===== src/clock_select_pkg.sv =====
// Constants, register layout and helpers shared by the clock select design
package clock_select_pkg;

	// ------------------------------------------------------------
	// Register bus
	// ------------------------------------------------------------
	localparam int          ADDR_W         = 4;
	localparam logic [3:0]  PERI_CTL_ADDR  = 4'h0;
	localparam logic [3:0]  USB_PHY_ADDR   = 4'h4;
	localparam logic [3:0]  PLL_CTL_ADDR   = 4'h8;
	localparam logic [3:0]  STATUS_ADDR    = 4'hc;

	// ------------------------------------------------------------
	// Field layout and reset values
	// ------------------------------------------------------------
	localparam int          DIV_W          = 8;
	localparam int          KEY_SEL_BIT    = 0;
	localparam int          RTC_SEL_BIT    = 1;
	localparam int          VIDEO_SEL_BIT  = 2;
	localparam int          CPU_SEL_BIT    = 3;
	localparam int          DRAM_SEL_BIT   = 4;
	localparam int          AUX_DIV_LSB    = 8;
	localparam int          CODEC_DIV_LSB  = 16;
	localparam logic [31:0] PERI_CTL_MASK  = 32'h00ff_ff1f;
	localparam logic [31:0] PERI_CTL_RST   = 32'h0000_0000;
	localparam int          PHY_SRC_LSB    = 0;
	localparam int          PHY_FREQ_LSB   = 4;
	localparam int          PHY_FREQ_W     = 4;
	localparam logic [31:0] USB_PHY_MASK   = 32'h0000_00f3;
	localparam logic [31:0] USB_PHY_RST    = 32'h0000_0000;
	localparam int          PLL1_EN_BIT    = 0;
	localparam int          PLL2_EN_BIT    = 1;
	localparam logic [31:0] PLL_CTL_MASK   = 32'h0000_0003;
	localparam logic [31:0] PLL_CTL_RST    = 32'h0000_0000;

	// Status word positions
	localparam int          ST_PHY_LSB     = 0;
	localparam int          ST_KEY_BIT     = 2;
	localparam int          ST_RTC_BIT     = 3;
	localparam int          ST_VIDEO_BIT   = 4;
	localparam int          ST_CPU_BIT     = 5;
	localparam int          ST_DRAM_BIT    = 6;
	localparam int          ST_BYP1_BIT    = 8;
	localparam int          ST_BYP2_BIT    = 9;

	// ------------------------------------------------------------
	// Source indices in the synchronised input vector
	// ------------------------------------------------------------
	localparam int SRC_REF  = 0;
	localparam int SRC_RTC  = 1;
	localparam int SRC_P1O1 = 2;
	localparam int SRC_P1O2 = 3;
	localparam int SRC_P1O3 = 4;
	localparam int SRC_P1O4 = 5;
	localparam int SRC_P1O7 = 6;
	localparam int SRC_P2O1 = 7;
	localparam int SRC_P2O2 = 8;
	localparam int SRC_P2O3 = 9;
	localparam int SRC_P2O4 = 10;
	localparam int SRC_UPHY = 11;
	localparam int SRC_NUM  = 12;

	// PHY source codes
	localparam logic [1:0] PHY_SRC_AUX    = 2'h0;
	localparam logic [1:0] PHY_SRC_BYPASS = 2'h1;
	localparam logic [1:0] PHY_SRC_PLL1   = 2'h2;
	localparam logic [1:0] PHY_SRC_PLL2   = 2'h3;

	// Fixed divider ratios (divide by ratio plus one)
	localparam logic [DIV_W-1:0] BYPASS_RATIO    = 8'h02;
	localparam logic [DIV_W-1:0] DRAM_HALF_RATIO = 8'h01;

	// Divider ratio field extraction
	function automatic logic [DIV_W-1:0] div_field(input logic [31:0] w, input int lsb);
		return w[lsb +: DIV_W];
	endfunction

endpackage


===== src/clk_sel_if.sv =====
// Carrier between a source multiplexer and its user
`timescale 1ns/1ps
`default_nettype none
interface clk_sel_if #(
	parameter int N  = 2,
	parameter int SW = 1
);
	logic [N-1:0]  src;
	logic [SW-1:0] sel;
	logic          clk;
	logic [SW-1:0] active;

	modport mux  (input src, input sel, output clk, output active);
	modport user (output src, output sel, input clk, input active);
endinterface
`default_nettype wire


===== src/peripheral_clock_select.sv =====
// Peripheral clock source selection and division, top level
//
// Function
// - One reference clock input feeds both PLL controllers.
// - PHY source 0 aux, 1 bypass domain, 2 PLL1 out1, 3 PLL2 out1.
// - Bypass domain clock is reference divided by three.
// - USB controller gets one PLL output and the PHY-made clock.
// - Keypad clock is divided aux or the RTC oscillator clock.
// - Divided aux is aux over divider ratio plus one, shared.
// - Power/RTC clock is divided aux or the RTC oscillator clock.
// - Codec clock is PLL2 output four over codec ratio plus one.
// - Video processing from PLL1/PLL2 output two; bus from PLL1 out3.
// - Image codec processing from PLL1 out4, bus from PLL1 out3.
// - CPU clock is PLL1 or PLL2 output two per select.
// - DRAM clock is PLL1 out7 or PLL2 out3 per select.
// - DRAM source runs at twice interface rate; u_dram_half halves it.
// - Aux domain runs at the reference rate, bypassing both PLLs.
// - Slow peripherals take their clock from the aux domain.
// - CPU select of one moves the CPU to PLL2 output two.
// - Both PLL controllers start in bypass after reset.
//
// The implementer's own choices: the strobed register port and the register addresses.
`timescale 1ns/1ps
`default_nettype none
module peripheral_clock_select
	import clock_select_pkg::*;
(
	// Clock and reset
	input  wire logic              mclk_i,
	input  wire logic              rst_i,
	// Register port
	input  wire logic [ADDR_W-1:0] addr_i,
	input  wire logic [31:0]       wdata_i,
	input  wire logic              wr_i,
	input  wire logic              rd_i,
	output logic      [31:0]       rdata_o,
	// Source clocks from outside
	input  wire logic              ref_clk_i,
	input  wire logic              rtc_osc_i,
	input  wire logic              pll1_out1_i,
	input  wire logic              pll1_out2_i,
	input  wire logic              pll1_out3_i,
	input  wire logic              pll1_out4_i,
	input  wire logic              pll1_out7_i,
	input  wire logic              pll2_out1_i,
	input  wire logic              pll2_out2_i,
	input  wire logic              pll2_out3_i,
	input  wire logic              pll2_out4_i,
	input  wire logic              usb_phy_made_clk_i,
	// PLL controller feeds and mode
	output logic                   pll1_ref_o,
	output logic                   pll2_ref_o,
	output logic                   pll1_bypass_o,
	output logic                   pll2_bypass_o,
	// USB clocks
	output logic                   usb_phy_clk_o,
	output logic [PHY_FREQ_W-1:0]  phy_frequency_code_o,
	output logic                   usb_ctrl_pll_clk_o,
	output logic                   usb_ctrl_phy_clk_o,
	// Peripheral clocks
	output logic                   aux_domain_clk_o,
	output logic                   keypad_clk_o,
	output logic                   rtc_subsys_clk_o,
	output logic                   codec_clk_o,
	output logic                   video_proc_clk_o,
	output logic                   video_bus_clk_o,
	output logic                   image_proc_clk_o,
	output logic                   image_bus_clk_o,
	output logic                   cpu_clk_o,
	output logic                   dram_2x_clk_o,
	output logic                   dram_if_clk_o
);

	// ------------------------------------------------------------
	// Registers
	// ------------------------------------------------------------
	logic [31:0]        peri_ctl_r;
	logic [31:0]        usb_phy_ctl_r;
	logic [31:0]        pll_ctl_r;
	logic [31:0]        status;
	logic [31:0]        rd_nxt;
	logic [SRC_NUM-1:0] src_raw;
	logic [SRC_NUM-1:0] sync1_r;
	logic [SRC_NUM-1:0] sync2_r;
	logic               bypass_clk;
	logic               aux_div_clk;

	clk_sel_if #(.N(4), .SW(2)) phy_if ();
	clk_sel_if #(.N(2), .SW(1)) key_if ();
	clk_sel_if #(.N(2), .SW(1)) rtc_if ();
	clk_sel_if #(.N(2), .SW(1)) video_if ();
	clk_sel_if #(.N(2), .SW(1)) cpu_if ();
	clk_sel_if #(.N(2), .SW(1)) dram_if ();

	// Register writes, reserved bits dropped on the way in
	always_ff @(posedge mclk_i)
	begin
		if (rst_i)
		begin
			peri_ctl_r    <= PERI_CTL_RST;
			usb_phy_ctl_r <= USB_PHY_RST;
			pll_ctl_r     <= PLL_CTL_RST;
		end
		else if (wr_i)
		begin
			case (addr_i)
				PERI_CTL_ADDR: peri_ctl_r    <= wdata_i & PERI_CTL_MASK;
				USB_PHY_ADDR:  usb_phy_ctl_r <= wdata_i & USB_PHY_MASK;
				PLL_CTL_ADDR:  pll_ctl_r     <= wdata_i & PLL_CTL_MASK;
				default:       ;
			endcase
		end
	end

	// Status shows the sources the muxes actually run from
	always_comb
	begin
		status = '0;
		status[ST_PHY_LSB +: 2] = phy_if.active;
		status[ST_KEY_BIT]      = key_if.active[0];
		status[ST_RTC_BIT]      = rtc_if.active[0];
		status[ST_VIDEO_BIT]    = video_if.active[0];
		status[ST_CPU_BIT]      = cpu_if.active[0];
		status[ST_DRAM_BIT]     = dram_if.active[0];
		status[ST_BYP1_BIT]     = pll1_bypass_o;
		status[ST_BYP2_BIT]     = pll2_bypass_o;
	end

	// Read decode; unmapped addresses read zero
	always_comb
	begin
		case (addr_i)
			PERI_CTL_ADDR: rd_nxt = peri_ctl_r;
			USB_PHY_ADDR:  rd_nxt = usb_phy_ctl_r;
			PLL_CTL_ADDR:  rd_nxt = pll_ctl_r;
			STATUS_ADDR:   rd_nxt = status;
			default:       rd_nxt = '0;
		endcase
	end

	// Read data valid only in the cycle after the strobe
	always_ff @(posedge mclk_i)
	begin
		if (rst_i)
			rdata_o <= '0;
		else
			rdata_o <= rd_i ? rd_nxt : '0;
	end

	// ------------------------------------------------------------
	// Source synchronisers
	// ------------------------------------------------------------
	// Sources above half of mclk alias; they arrive here already slow
	always_comb
	begin
		src_raw           = '0;
		src_raw[SRC_REF]  = ref_clk_i;
		src_raw[SRC_RTC]  = rtc_osc_i;
		src_raw[SRC_P1O1] = pll1_out1_i;
		src_raw[SRC_P1O2] = pll1_out2_i;
		src_raw[SRC_P1O3] = pll1_out3_i;
		src_raw[SRC_P1O4] = pll1_out4_i;
		src_raw[SRC_P1O7] = pll1_out7_i;
		src_raw[SRC_P2O1] = pll2_out1_i;
		src_raw[SRC_P2O2] = pll2_out2_i;
		src_raw[SRC_P2O3] = pll2_out3_i;
		src_raw[SRC_P2O4] = pll2_out4_i;
		src_raw[SRC_UPHY] = usb_phy_made_clk_i;
	end

	// Two stages; only the second is read by logic
	always_ff @(posedge mclk_i)
	begin
		if (rst_i)
		begin
			sync1_r <= '0;
			sync2_r <= '0;
		end
		else
		begin
			sync1_r <= src_raw;
			sync2_r <= sync1_r;
		end
	end

	// ------------------------------------------------------------
	// Pass-through clocks and control outputs
	// ------------------------------------------------------------
	always_ff @(posedge mclk_i)
	begin
		if (rst_i)
		begin
			pll1_ref_o           <= 1'b0;
			pll2_ref_o           <= 1'b0;
			aux_domain_clk_o     <= 1'b0;
			usb_ctrl_pll_clk_o   <= 1'b0;
			usb_ctrl_phy_clk_o   <= 1'b0;
			video_bus_clk_o      <= 1'b0;
			image_proc_clk_o     <= 1'b0;
			image_bus_clk_o      <= 1'b0;
			pll1_bypass_o        <= 1'b1;
			pll2_bypass_o        <= 1'b1;
			phy_frequency_code_o <= '0;
		end
		else
		begin
			pll1_ref_o           <= sync2_r[SRC_REF];
			pll2_ref_o           <= sync2_r[SRC_REF];
			aux_domain_clk_o     <= sync2_r[SRC_REF];
			usb_ctrl_pll_clk_o   <= sync2_r[SRC_P1O1];
			usb_ctrl_phy_clk_o   <= sync2_r[SRC_UPHY];
			video_bus_clk_o      <= sync2_r[SRC_P1O3];
			image_proc_clk_o     <= sync2_r[SRC_P1O4];
			image_bus_clk_o      <= sync2_r[SRC_P1O3];
			pll1_bypass_o        <= !pll_ctl_r[PLL1_EN_BIT];
			pll2_bypass_o        <= !pll_ctl_r[PLL2_EN_BIT];
			phy_frequency_code_o <= usb_phy_ctl_r[PHY_FREQ_LSB +: PHY_FREQ_W];
		end
	end

	// ------------------------------------------------------------
	// Dividers
	// ------------------------------------------------------------
	// Reference over three feeds the bypass-domain PHY option
	clk_divider #(.W(DIV_W)) u_bypass_div (
		.mclk_i  (mclk_i),
		.rst_i   (rst_i),
		.src_i   (sync2_r[SRC_REF]),
		.ratio_i (BYPASS_RATIO),
		.clk_o   (bypass_clk)
	);

	// One divider shared by keypad and power/RTC paths
	clk_divider #(.W(DIV_W)) u_aux_div (
		.mclk_i  (mclk_i),
		.rst_i   (rst_i),
		.src_i   (sync2_r[SRC_REF]),
		.ratio_i (div_field(peri_ctl_r, AUX_DIV_LSB)),
		.clk_o   (aux_div_clk)
	);

	clk_divider #(.W(DIV_W)) u_codec_div (
		.mclk_i  (mclk_i),
		.rst_i   (rst_i),
		.src_i   (sync2_r[SRC_P2O4]),
		.ratio_i (div_field(peri_ctl_r, CODEC_DIV_LSB)),
		.clk_o   (codec_clk_o)
	);

	// DRAM interface clock is half of the selected 2x source
	clk_divider #(.W(DIV_W)) u_dram_half (
		.mclk_i  (mclk_i),
		.rst_i   (rst_i),
		.src_i   (dram_if.clk),
		.ratio_i (DRAM_HALF_RATIO),
		.clk_o   (dram_if_clk_o)
	);

	// ------------------------------------------------------------
	// Source multiplexers
	// ------------------------------------------------------------
	assign phy_if.src   = {sync2_r[SRC_P2O1], sync2_r[SRC_P1O1], bypass_clk,
		sync2_r[SRC_REF]};
	assign phy_if.sel   = usb_phy_ctl_r[PHY_SRC_LSB +: 2];
	assign key_if.src   = {sync2_r[SRC_RTC], aux_div_clk};
	assign key_if.sel   = peri_ctl_r[KEY_SEL_BIT];
	assign rtc_if.src   = {sync2_r[SRC_RTC], aux_div_clk};
	assign rtc_if.sel   = peri_ctl_r[RTC_SEL_BIT];
	assign video_if.src = {sync2_r[SRC_P2O2], sync2_r[SRC_P1O2]};
	assign video_if.sel = peri_ctl_r[VIDEO_SEL_BIT];
	assign cpu_if.src   = {sync2_r[SRC_P2O2], sync2_r[SRC_P1O2]};
	assign cpu_if.sel   = peri_ctl_r[CPU_SEL_BIT];
	assign dram_if.src  = {sync2_r[SRC_P2O3], sync2_r[SRC_P1O7]};
	assign dram_if.sel  = peri_ctl_r[DRAM_SEL_BIT];

	glitch_free_mux #(.N(4), .SW(2)) u_phy_mux   (.mclk_i(mclk_i), .rst_i(rst_i), .sel_if(phy_if));
	glitch_free_mux #(.N(2), .SW(1)) u_key_mux   (.mclk_i(mclk_i), .rst_i(rst_i), .sel_if(key_if));
	glitch_free_mux #(.N(2), .SW(1)) u_rtc_mux   (.mclk_i(mclk_i), .rst_i(rst_i), .sel_if(rtc_if));
	glitch_free_mux #(.N(2), .SW(1)) u_video_mux (.mclk_i(mclk_i), .rst_i(rst_i), .sel_if(video_if));
	glitch_free_mux #(.N(2), .SW(1)) u_cpu_mux   (.mclk_i(mclk_i), .rst_i(rst_i), .sel_if(cpu_if));
	glitch_free_mux #(.N(2), .SW(1)) u_dram_mux  (.mclk_i(mclk_i), .rst_i(rst_i), .sel_if(dram_if));

	assign usb_phy_clk_o    = phy_if.clk;
	assign keypad_clk_o     = key_if.clk;
	assign rtc_subsys_clk_o = rtc_if.clk;
	assign video_proc_clk_o = video_if.clk;
	assign cpu_clk_o        = cpu_if.clk;
	assign dram_2x_clk_o    = dram_if.clk;
endmodule // peripheral_clock_select
`default_nettype wire


===== src/glitch_free_mux.sv =====
// Clock source multiplexer that switches only between whole pulses
`timescale 1ns/1ps
`default_nettype none
module glitch_free_mux #(
	parameter int N  = 2,
	parameter int SW = 1
) (
	// Clock and reset
	input  wire logic  mclk_i,
	input  wire logic  rst_i,
	// Sources, select and output
	clk_sel_if.mux     sel_if
);

	typedef enum logic [0:0] {MUX_RUN = 1'b0, MUX_PARK = 1'b1} mux_state_e;

	mux_state_e     state_r;
	logic [SW-1:0]  cur_r;
	logic           out_r;

	// ------------------------------------------------------------
	// Switch sequence
	// ------------------------------------------------------------
	// Leave the old source only while low, join the new one only once low
	always_ff @(posedge mclk_i)
	begin
		if (rst_i)
		begin
			state_r <= MUX_RUN;
			cur_r   <= '0;
			out_r   <= 1'b0;
		end
		else
		begin
			case (state_r)
				MUX_RUN:
				begin
					if ((sel_if.sel != cur_r) && !out_r)
					begin
						state_r <= MUX_PARK;
						cur_r   <= sel_if.sel;
						out_r   <= 1'b0;
					end
					else
						out_r <= sel_if.src[cur_r];
				end
				MUX_PARK:
				begin
					out_r <= 1'b0;
					if (!sel_if.src[cur_r])
						state_r <= MUX_RUN;
				end
				default:
				begin
					state_r <= MUX_RUN;
					out_r   <= 1'b0;
				end
			endcase
		end
	end

	assign sel_if.clk    = out_r;
	assign sel_if.active = cur_r;
endmodule // glitch_free_mux
`default_nettype wire


===== src/clk_divider.sv =====
// Divides a sampled clock level by ratio plus one
`timescale 1ns/1ps
`default_nettype none
module clk_divider #(
	parameter int W = 8
) (
	// Clock and reset
	input  wire logic         mclk_i,
	input  wire logic         rst_i,
	// Source and ratio
	input  wire logic         src_i,
	input  wire logic [W-1:0] ratio_i,
	// Divided level
	output logic              clk_o
);

	logic         prev_r;
	logic [W-1:0] cnt_r;
	logic [W-1:0] cnt_nxt;
	logic [W:0]   half;
	logic         rise;

	// Wrap check uses >= so a smaller new ratio cannot strand the count
	assign rise    = src_i && !prev_r;
	assign cnt_nxt = (cnt_r >= ratio_i) ? '0 : W'(cnt_r + 1'b1);
	assign half    = (W+1)'(({1'b0, ratio_i} + 1'b1) >> 1);

	// ------------------------------------------------------------
	// Edge count and output level
	// ------------------------------------------------------------
	always_ff @(posedge mclk_i)
	begin
		if (rst_i)
		begin
			prev_r <= 1'b0;
			cnt_r  <= '0;
			clk_o  <= 1'b0;
		end
		else
		begin
			prev_r <= src_i;
			if (ratio_i == '0)
				clk_o <= src_i;
			else if (rise)
			begin
				cnt_r <= cnt_nxt;
				clk_o <= ({1'b0, cnt_nxt} < half);
			end
		end
	end
endmodule // clk_divider
`default_nettype wire


===== config.mk =====
export PLATFORM = sky130hd
export DESIGN_NAME = peripheral_clock_select
export DESIGN_NICKNAME = d
export VERILOG_FILES = /design/src/clock_select_pkg.sv /design/src/clk_sel_if.sv /design/src/peripheral_clock_select.sv /design/src/glitch_free_mux.sv /design/src/clk_divider.sv
export SDC_FILE = /design/constraint.sdc
export NUM_CORES = 1
export LEC_CHECK = 0
export BUFFER_PORTS_ARGS = -buffer_cell sky130_fd_sc_hd__buf_2
export CAP_MARGIN = 40
export CORE_MARGIN = 1
export CORE_UTILIZATION = 30
export CTS_CLUSTER_SIZE = 40
export DETAILED_ROUTE_END_ITERATION = 8
export PLACE_DENSITY_LB_ADDON = 0.12
export SLEW_MARGIN = 20
export SYNTH_ARGS = -nofsm -noshare
export SYNTH_HDL_FRONTEND = slang
export SYNTH_SLANG_ARGS = --single-unit

===== constraint.sdc =====
create_clock -name mclk_i -period 4.8 [get_ports mclk_i]
set_input_delay 0.72 -clock mclk_i [delete_from_list [all_inputs] [get_ports mclk_i]]
set_output_delay 0.72 -clock mclk_i [all_outputs]
set_load 0.02 [all_outputs]

Word-level counts from Yosys, hierarchy flattened
Index checks and enable logic that the tools add are counted.
{ "classes": {"order_cmp": 14, "n_eq_ne": 9, "muxes": 51, "n_reduce_logical": 37, "bitwise_logic": 9, "n_addsub": 6} }
{ "op_table": {"columns": ["cell", "n"], "rows": [
  ["$pmux 24 s4", 1],
  ["$mux 1", 33],
  ["$add 8x1->8 const B", 4],
  ["$mux 8", 4],
  ["$pmux 1 s2", 12],
  ["$reduce_and 2->1", 11],
  ["$add 8x1->9 const B", 2],
  ["$ge 8x8->1", 2],
  ["$logic_not 8->1", 2],
  ["$lt 8x1->1 const B", 2],
  ["$lt 8x8->1", 2],
  ["$logic_not 1->1", 11],
  ["$lt 1x2->1 const B", 5],
  ["$logic_and 1x1->1", 9],
  ["$not 1->1", 9],
  ["$eq 4x4->1 const B", 2],
  ["$ge 8x1->1 const B", 1],
  ["$ge 8x2->1 const B", 1],
  ["$ne 1x1->1", 5],
  ["$eq 4x3->1 const B", 1],
  ["$logic_not 4->1", 1],
  ["$reduce_bool 2->1", 2],
  ["$lt 2x3->1 const B", 1],
  ["$bmux 1 s2", 1],
  ["2 further kinds", 2]
]} }
{ "word_totals": {"reg_bits": 153, "word_cells": 168, "out_inout_bits": 54} }

Longest topological paths before layout
Gate-level depths: netlist of the first run.
{ "logic_depth": {"ltp_word": 5, "mapped_depth": 15, "mapped_depth_nobuf": 13} }

Modules after synthesis
Synthesis of the first run repeated with hierarchy kept, for this count alone.
{ "hier_totals": {"cells_unflattened": 992, "area_unflattened_um2": 8707.1} }
{ "by_module_without_submodules": {"columns": ["mod", "n_inst", "cells_per_inst", "area_per_inst_um2"], "rows": [
  ["clk_divider", 4, 157, 1181.1],
  ["peripheral_clock_select", 1, 280, 3103.0],
  ["glitch_free_mux at u_cpu_mux ...", 5, 13, 136.4],
  ["glitch_free_mux at u_phy_mux", 1, 19, 197.7]
]} }

Worst setup path after synthesis of the first run
No wires, ideal clock.
{ "synth_path": {"kind": "register to register", "from": "register peri_ctl_r[14]", "to": "register u_aux_div.clk_o", "slack_ns": 2.199, "t_arrival_ns": 2.526, "t_required_ns": 4.724, "stages_incl_launch_ff": 14, "n_path_buf": 1, "setup_time_ns": 0.076, "cell_sequence": "dfxtp_1 inv_1 ha_1 a21o_1 a21oi_1 buf_4 nand2_1 nor2_1 ha_1 a211oi_1 nand2_1 a21oi_1 a21oi_1 o22ai_1"} }
{ "synth_via": {"elab_chain_cells": 5, "elab_cells_between_ends": 8, "classes_between": "add/sub: 1; order compare: 2; mux: 3; reduce/logical: 2"} }
{ "synth_rtl": {"columns": ["item", "line", "source"], "rows": [
  ["start: declaration", "peripheral_clock_select.sv:77", "logic [31:0] peri_ctl_r;"],
  ["start signal: assignment", "peripheral_clock_select.sv:107", "PERI_CTL_ADDR: peri_ctl_r <= wdata_i & PERI_CTL_MASK;"],
  ["$ge 8x8->1", "clk_divider.sv:25", "assign cnt_nxt = (cnt_r >= ratio_i) ? '0 : W'(cnt_r + 1'b1);"],
  ["$mux 8", "clk_divider.sv:25", null],
  ["via u_aux_div.cnt_nxt[3]", "clk_divider.sv:19", "logic [W-1:0] cnt_nxt;"],
  ["$lt 8x8->1", "clk_divider.sv:47", "clk_o <= ({1'b0, cnt_nxt} < half);"],
  ["$mux 1", "clk_divider.sv:44", "else if (rise)"],
  ["$mux 1", "clk_divider.sv:42", "if (ratio_i == '0)"],
  ["end signal: assignment", "clk_divider.sv:43", "clk_o <= src_i;"],
  ["end signal: assignment", "clk_divider.sv:47", null],
  ["end: declaration", "clk_divider.sv:14", "output logic clk_o"]
]} }
The timed path passes the listed nets, and every way through them passes these cells. The select of a mux whose other input is x is not followed.
A chain may end at the register's enable or synchronous reset.

Worst setup path in the final report of the first run
{ "layout_path": {"from": "register peri_ctl_r[10]", "to": "register u_aux_div.clk_o"} }
Same word-level chain as after synthesis.

==> impl_metrics.tcl, run 1 <==
set metrics [dict create \
    outcome "finished clean" \
    track_usage 0.158 \
    dpl_cell_area_sq_mm 0.00722 \
    hold_ws_ns 0.413 \
    netSwitchingPower_uw 648 \
    max_freq_ghz 0.313 \
    cts_tree "done" \
    final_nets 900 \
    critical_path.max_fanout 15 \
    max-cap-violations 0 \
    coreArea_sq_mm 0.0212 \
    ys_seq_area_frac 0.442 \
    postCtsSetupRepairBufs 0 \
    final_area_sq_mm 0.00782 \
    intPower_uw 2070 \
    cp.required_ns 5.14 \
    dieWidth_um 150 \
    grt_pass1_vias 5370 \
    worst-path-buf-inv 1 \
    netSwitchingFraction 0.238 \
    slowest_stage "o211ai_2" \
    cts_hold_buf 0 \
    rsz0062_at_grt "false" \
    synthArstFlopShare 0 \
    post-route-min-period_ns 3.20 \
    drv_slew 0 \
    cts-root-to-sink-buffers 2 \
    fp.dieH_um 150 \
    path_class "flip-flop to flip-flop" \
    crit_path_end_kind "flip-flop" \
    maxSlewHeadroom 0.496 \
    p_per_area_mw_per_mm2 348 \
    cts_resized 0 \
    setup_viol 0 \
    clock_power_share 0.498 \
    clk_latency_ns 0.42 \
    ir_drop_mv 0.193 \
    ant_nets 0 \
    n_fill_cell 2228 \
    grt-ovfl-total 0 \
    io-pin-count 106 \
    yosysWarnings 0 \
    arrival_ns 3.53 \
    leakage_uw 0.00307 \
    cts_num_sinks 145 \
    start_util 0.310 \
    wl_um 17000 \
    setup-tns-final_ns 0 \
    hold_viol 0 \
    cts_buffers 17 \
    dieArea_sq_mm 0.0225 \
    drtIter0Drc 276 \
    clk_pin_slew_worst_paths_ns 0.06 \
    via_per_inst 4.92 \
    combPwrFrac 0.047 \
    final_core_util 0.369 \
    avgSynthCellArea_sq_um 9.02 \
    synth.distinct_cells 57 \
    synthCells 728 \
    wl_per_cell_um 15.5 \
    gp_congestion 0.791 \
    drive_above_1_share 0.179 \
    startpoint_type "flip-flop" \
    root_buffer "clkbuf_16" \
    grt_max_degree 69 \
    cp_top_family "compound AO/OA/AOI/OAI gates" \
    ys_ff_latch 145 \
    hp-class "flip-flop to flip-flop" \
    vias 5392 \
    fin_skew_ns 0.00946 \
    pwr-share-seq 0.455 \
    route.detailed.drc 0 \
    crit_chain "inv_1 -> ha_1 -> nor3_1 -> nor2_1 -> o211ai_2 -> nand2_1 -> nor2_1 -> ha_1 -> a211oi_1 -> nand2_1 -> a21oi_1 -> a21oi_1 -> o22ai_1" \
    finalCritPeriodShare 0.666 \
    worst_slew_pin_slew_ns 0.754 \
    num_rows 53 \
    netlist_area_sq_mm 0.00657 \
    area_delta_synth_final_pct 19.1 \
    dpl.hpwl_um 12300 \
    dr.pass1.iters 4 \
    synth_top_flop_cell "dfxtp_1" \
    synth-edff-count 0 \
    portBuffers 89 \
    antenna_found_initial 2 \
    htreeDepth 4 \
    slowest_delay_ns 0.58 \
    grt_pass1_wl_um 27600 \
]
synth_stat cells (17+ instances only):
master   count  area [sq um]
nor3_1      18          90.1
inv_1       26          97.6
and3_1      19           119
xnor2_1     19           166
ha_1        41           513
nor2_1      50           188
o21ai_0     17          85.1
dfxtp_1    145          2900
nor2b_1     43           269
a21oi_1     65           325
nand3_1     20           100
nor4_1      20           125
nand2_1     74           278
cells in the final DEF (no fill, tap or decap), drive strengths merged, types with 23 or more instances in the layout:
| master | synthesis | routed |
|---|---|---|
| dfxtp | 145 | 145 |
| buf | 26 | 93 |
| nand2 | 74 | 74 |
| a21oi | 66 | 66 |
| nor2 | 50 | 50 |
| nor2b | 43 | 43 |
| ha | 41 | 41 |
| inv | 26 | 31 |
| o21ai | 23 | 23 |
metrics by stage:
stage                     setup WS (ns)  cells  total power, uW
after global routing               1.32   1095             2830
after global placement             1.73   1061             1390
after detailed placement           1.63   1063             1390
after floorplan                    2.20    735             1350
after CTS                          1.60   1095             2760
final                              1.60   1096             2720
worst paths after layout:
| path | from | endpoint | slack [ns] | depth (start not counted) |
|---|---|---|---|---|
| worst max-delay path | peri_ctl_r[10]$_SDFFE_PP0P_ | u_aux_div.clk_o$_SDFFE_PP0P_ | 1.60 | 13 |
| worst min-delay path | pll_ctl_r[1]$_SDFFE_PP0P_ | pll2_bypass_o$_SDFF_PP1_ | 0.41 | 1 |
| worst max register to register | peri_ctl_r[10]$_SDFFE_PP0P_ | u_aux_div.clk_o$_SDFFE_PP0P_ | 1.60 | 13 |
| worst min register to register | pll_ctl_r[1]$_SDFFE_PP0P_ | pll2_bypass_o$_SDFF_PP1_ | 0.41 | 1 |
state kept, by name, summed over array words and instances, names as in the netlist, 2 cells and up:
signal,flops
phy_frequency_code_o,4
u_codec_div.cnt_r,8
rdata_o,24
peri_ctl_r,21
u_aux_div.cnt_r,8
u_phy_mux.sel_if.active,2
sync1_r,12
u_bypass_div.cnt_r,8
usb_phy_ctl_r,6
sync2_r,12
pll_ctl_r,2
u_dram_half.cnt_r,8
cell type report:
cell class              count  area [sq um]  area share
multi-input cells         524          3380       0.432
flip-flops and latches    145          2900       0.371
repair buffers             93           493      0.0630
clock buffers              19           453      0.0579
well taps                 275           344      0.0440
clock inverters            13           148      0.0189
inverters                  26          97.6      0.0125
diodes                      1          2.50    0.000320
cells by family after synthesis:
family / Yosys count / synth area share
DFF: 145 / 0.442
buffers and inverters: 66 / 0.0474
other: 1 / 0.000571
adders and majority gates: 41 / 0.0781
AOI/OAI and AO/OA: 143 / 0.135
muxes: 15 / 0.0286
and+or+nand+nor: 292 / 0.235
xor gates and xnor gates: 25 / 0.0333
worst reg2reg max path, delay by kind of cell (launching register included):
family / cells / cell delay (ns)
AND/OR/NAND/NOR: 5 / 0.82
flip-flops: 1 / 0.43
adder cells (fa/ha/maj): 2 / 0.56
buffers and inverters: 1 / 0.12
AO/OA/AOI/OAI: 5 / 1.18
power groups by stage:
stage	Sequential (uW)	Combinational, uW	Clock, uW
5_1_grt	1240	144	1450
3_3_place_gp	1260	127	0
6_report	1240	129	1350
4_1_cts	1240	131	1390
3_5_place_dp	1260	131	0
2_1_floorplan	1260	85.6	0
layer usage:
metal	GRT usage	share of wire	up-vias
met3	0.0424	0.047	23
met4	0.0581	0.021	0
met5	0	0	-
li1	-	-	2713
met2	0.251	0.46	107
met1	0.204	0.48	2549
(Power assumes the default switching activity.)
==> inputs of run 2 (changes only) <==
ABC_AREA = 1   (was not set)
clock period = 3.26 ns   (was 4.8 ns; I/O delays follow)
==> run 2 against run 1 <==
Net effect:
- combinational power grew to 3.2 times the previous value
- clock power is 43% higher
- final area is 2.0% lower
- critical path depth is 4 higher
- utilization is 0.51 points lower
- via count is 3.7% lower
- sequential power is 54% higher
- worst hold slack worse by 0.16 ns
- cell count is 8.2% higher
- synthesized cell count is 12% higher
- global-route usage is 1.1 points lower
- largest cell class is now registers
- largest power group unchanged
==> impl_metrics.tcl, run 2 <==
set metrics [dict create \
    outcome "finished clean" \
    yosys.area.top_type_share 0.450 \
    route.detailed.drc 0 \
    setup-tns-final_ns 0 \
    hp-class "input pin to flip-flop" \
    root_buffer "clkbuf_16" \
    synthAdderAreaFrac 0.0795 \
    fp.dieH_um 149 \
    arrival_ns 2.93 \
    startpoint_type "flip-flop" \
    grt-ovfl-total 0 \
    area_delta_synth_final_pct 18.8 \
    finalCritPeriodShare 0.792 \
    dieArea_sq_mm 0.0221 \
    postCtsSetupRepairBufs 0 \
    synth-xor-area-share 0.0176 \
    crit_chain "inv_1 -> ha_1 -> nand2_1 -> nand3_1 -> nand2_1 -> nand2_1 -> nand2_1 -> nand2_1 -> inv_1 -> nand3_1 -> inv_1 -> ha_1 -> a21oi_1 -> nor2_1 -> a2111oi_4 -> nand2_1 -> a21oi_1" \
    cts_hold_buf 0 \
    dieWidth_um 149 \
    ys_ff_latch 145 \
    clk_latency_ns 0.42 \
    track_usage 0.147 \
    via_per_inst 4.38 \
    htreeDepth 4 \
    max_freq_ghz 0.387 \
    worstSetupStartpoint "peri_ctl_r[9]$_SDFFE_PP0P_" \
    io-pin-count 106 \
    synth-edff-count 0 \
    worst_slew_pin_slew_ns 0.693 \
    yosys-top-cells-count "145 x dfxtp_1, 119 x inv_1, 115 x nand2_1, 83 x nor2_1, 80 x a21oi_1" \
    r2r_start "peri_ctl_r[9]$_SDFFE_PP0P_" \
    n_fill_cell 2243 \
    vias 5192 \
    setup_viol 0 \
    yosys-top-cells-area "dfxtp_1 45%, ha_1 7.9%, inv_1 6.9%, nand2_1 6.7%, a21oi_1 6.2%" \
    slowest_stage "dfxtp_1" \
    cp_common_cell "nand2_1" \
    cp_top_family "simple AND/OR/NAND/NOR gates" \
    top_register "rdata_o" \
    max-cap-violations 0 \
    fin_skew_ns 0.00961 \
    drive_above_1_share 0.167 \
    gp_congestion 0.766 \
    synth_top_flop_cell "dfxtp_1" \
    maxSlewHeadroom 0.536 \
    portBuffers 89 \
    dpl.hpwl_um 10900 \
    cp.required_ns 3.61 \
    critical_path.max_fanout 4 \
    worst-path-buf-inv 3 \
    synthArstFlopShare 0 \
    yosysWarnings 0 \
    wl_per_cell_um 12.7 \
    reg_top3 "rdata_o: 24 flops, peri_ctl_r: 21 flops" \
    synth_top_area_cell "dfxtp_1" \
    synth_top_family_by_area "simple AND/OR/NAND/NOR gates" \
    num_rows 53 \
    grt_max_degree 65 \
    start_util 0.306 \
    wl_um 15000 \
    antenna_found_initial 3 \
    ir_drop_mv 0.319 \
    final_nets 989 \
    synthCells 814 \
    hold_path.startpoint "pll1_out3_i" \
    cts_num_sinks 145 \
    cts_resized 0 \
    grt_pass1_vias 5021 \
    p_per_area_mw_per_mm2 555 \
    netlist_area_sq_mm 0.00645 \
    largest_reg_flops 24 \
    synth_simple_gate_area_share 0.204 \
    rsz0062_at_grt "false" \
    cts_buffers 17 \
    avgSynthCellArea_sq_um 7.93 \
    synth.distinct_cells 43 \
    slowest_delay_ns 0.35 \
    place_ws_ns 0.644 \
    ys_seq_area_frac 0.450 \
    setup_ws_ns 0.678 \
    yosysMostFrequentCell "dfxtp_1" \
    coreArea_sq_mm 0.0211 \
    final_cell_mix "145 x dfxtp_1, 118 x inv_1, 115 x nand2_1" \
    cts_tree "done" \
    drtIter0Drc 238 \
    post-route-min-period_ns 2.58 \
    dr.pass1.iters 4 \
    clk_pin_slew_worst_paths_ns 0.07 \
    ant_nets 0 \
    path_class "flip-flop to flip-flop" \
    synthMuxAreaShare 0.00155 \
    cts-root-to-sink-buffers 2 \
    crit_path_end_kind "flip-flop" \
    drv_slew 0 \
    layout_commonest_cell "dfxtp_1" \
    synth_compound_area_frac 0.136 \
    leakage_uw 0.00343 \
    grt_pass1_wl_um 25000 \
    hold_viol 0 \
]
run 2: stage by stage:
step / cells / util / hold slack [ns] / instance area (sq um) / total power, uW
after detailed placement: 1152 / 0.336 / 0.397 / 7080 / 2370
after floorplan: 821 / - / 0.366 / 6480 / 2250
after global placement: 1151 / 0.334 / 0.390 / 7050 / 2370
after global routing: 1184 / 0.363 / 0.253 / 7660 / 4490
final: 1186 / 0.363 / 0.257 / 7660 / 4260
after CTS: 1184 / 0.363 / 0.236 / 7660 / 4340
run 2: worst reg2reg max path, stage by stage, from the launching register on:
cell,delay [ns]
dfxtp_1,0.35
inv_1,0.10
ha_1,0.32
nand2_1,0.07
nand3_1,0.08
nand2_1,0.07
nand2_1,0.04
nand2_1,0.07
nand2_1,0.11
inv_1,0.15
nand3_1,0.10
inv_1,0.07
ha_1,0.24
a21oi_1,0.16
nor2_1,0.08
a2111oi_4,0.25
nand2_1,0.12
a21oi_1,0.13
run 2: kinds of logic after synthesis:
family / Yosys count
simple gates: 287
fa+ha+maj: 41
xor+xnor: 13
compound gates: 161
other cells: 1
buf+inv: 165
mux: 1
flops: 145
run 2: path summary, 6_finish.rpt:
path                             endpoint  cells past startpoint  slack [ns]
max reg2reg  u_aux_div.clk_o$_SDFFE_PP0P_                     17        0.68
min                 sync1_r[4]$_SDFF_PP0_                      3        0.26
max          u_aux_div.clk_o$_SDFFE_PP0P_                     17        0.68
min reg2reg         sync2_r[3]$_SDFF_PP0_                      2        0.40
run 2: final cells by class:
| type | count | area, sq um | share of cell area |
|---|---|---|---|
| flip-flops and latches | 145 | 2900 | 0.379 |
| multi-input cells | 511 | 2860 | 0.373 |
| repair buffers | 92 | 488 | 0.0637 |
| inverters | 129 | 484 | 0.0632 |
| clock buffers | 18 | 439 | 0.0573 |
| well taps | 275 | 344 | 0.0449 |
| clock inverters | 14 | 143 | 0.0186 |
| diodes | 2 | 5.00 | 0.000653 |
run 2: metal layers:
metal,track usage,up-vias,wire (um)
met2,0.225,96,6560
met5,0,-,32
met3,0.0528,16,796
met4,0.0428,4,164
li1,-,2788,-
met1,0.191,2288,7490
run 2: report_power, final:
| group | switching, uW | leakage (uW) | total (uW) | internal [uW] |
|---|---|---|---|---|
| sequential | 62.3 | 0.00118 | 1910 | 1850 |
| combinational | 264 | 0.00197 | 413 | 149 |
| clock | 838 | 0.000283 | 1930 | 1100 |
| total | 1160 | 0.00343 | 4260 | 3090 |
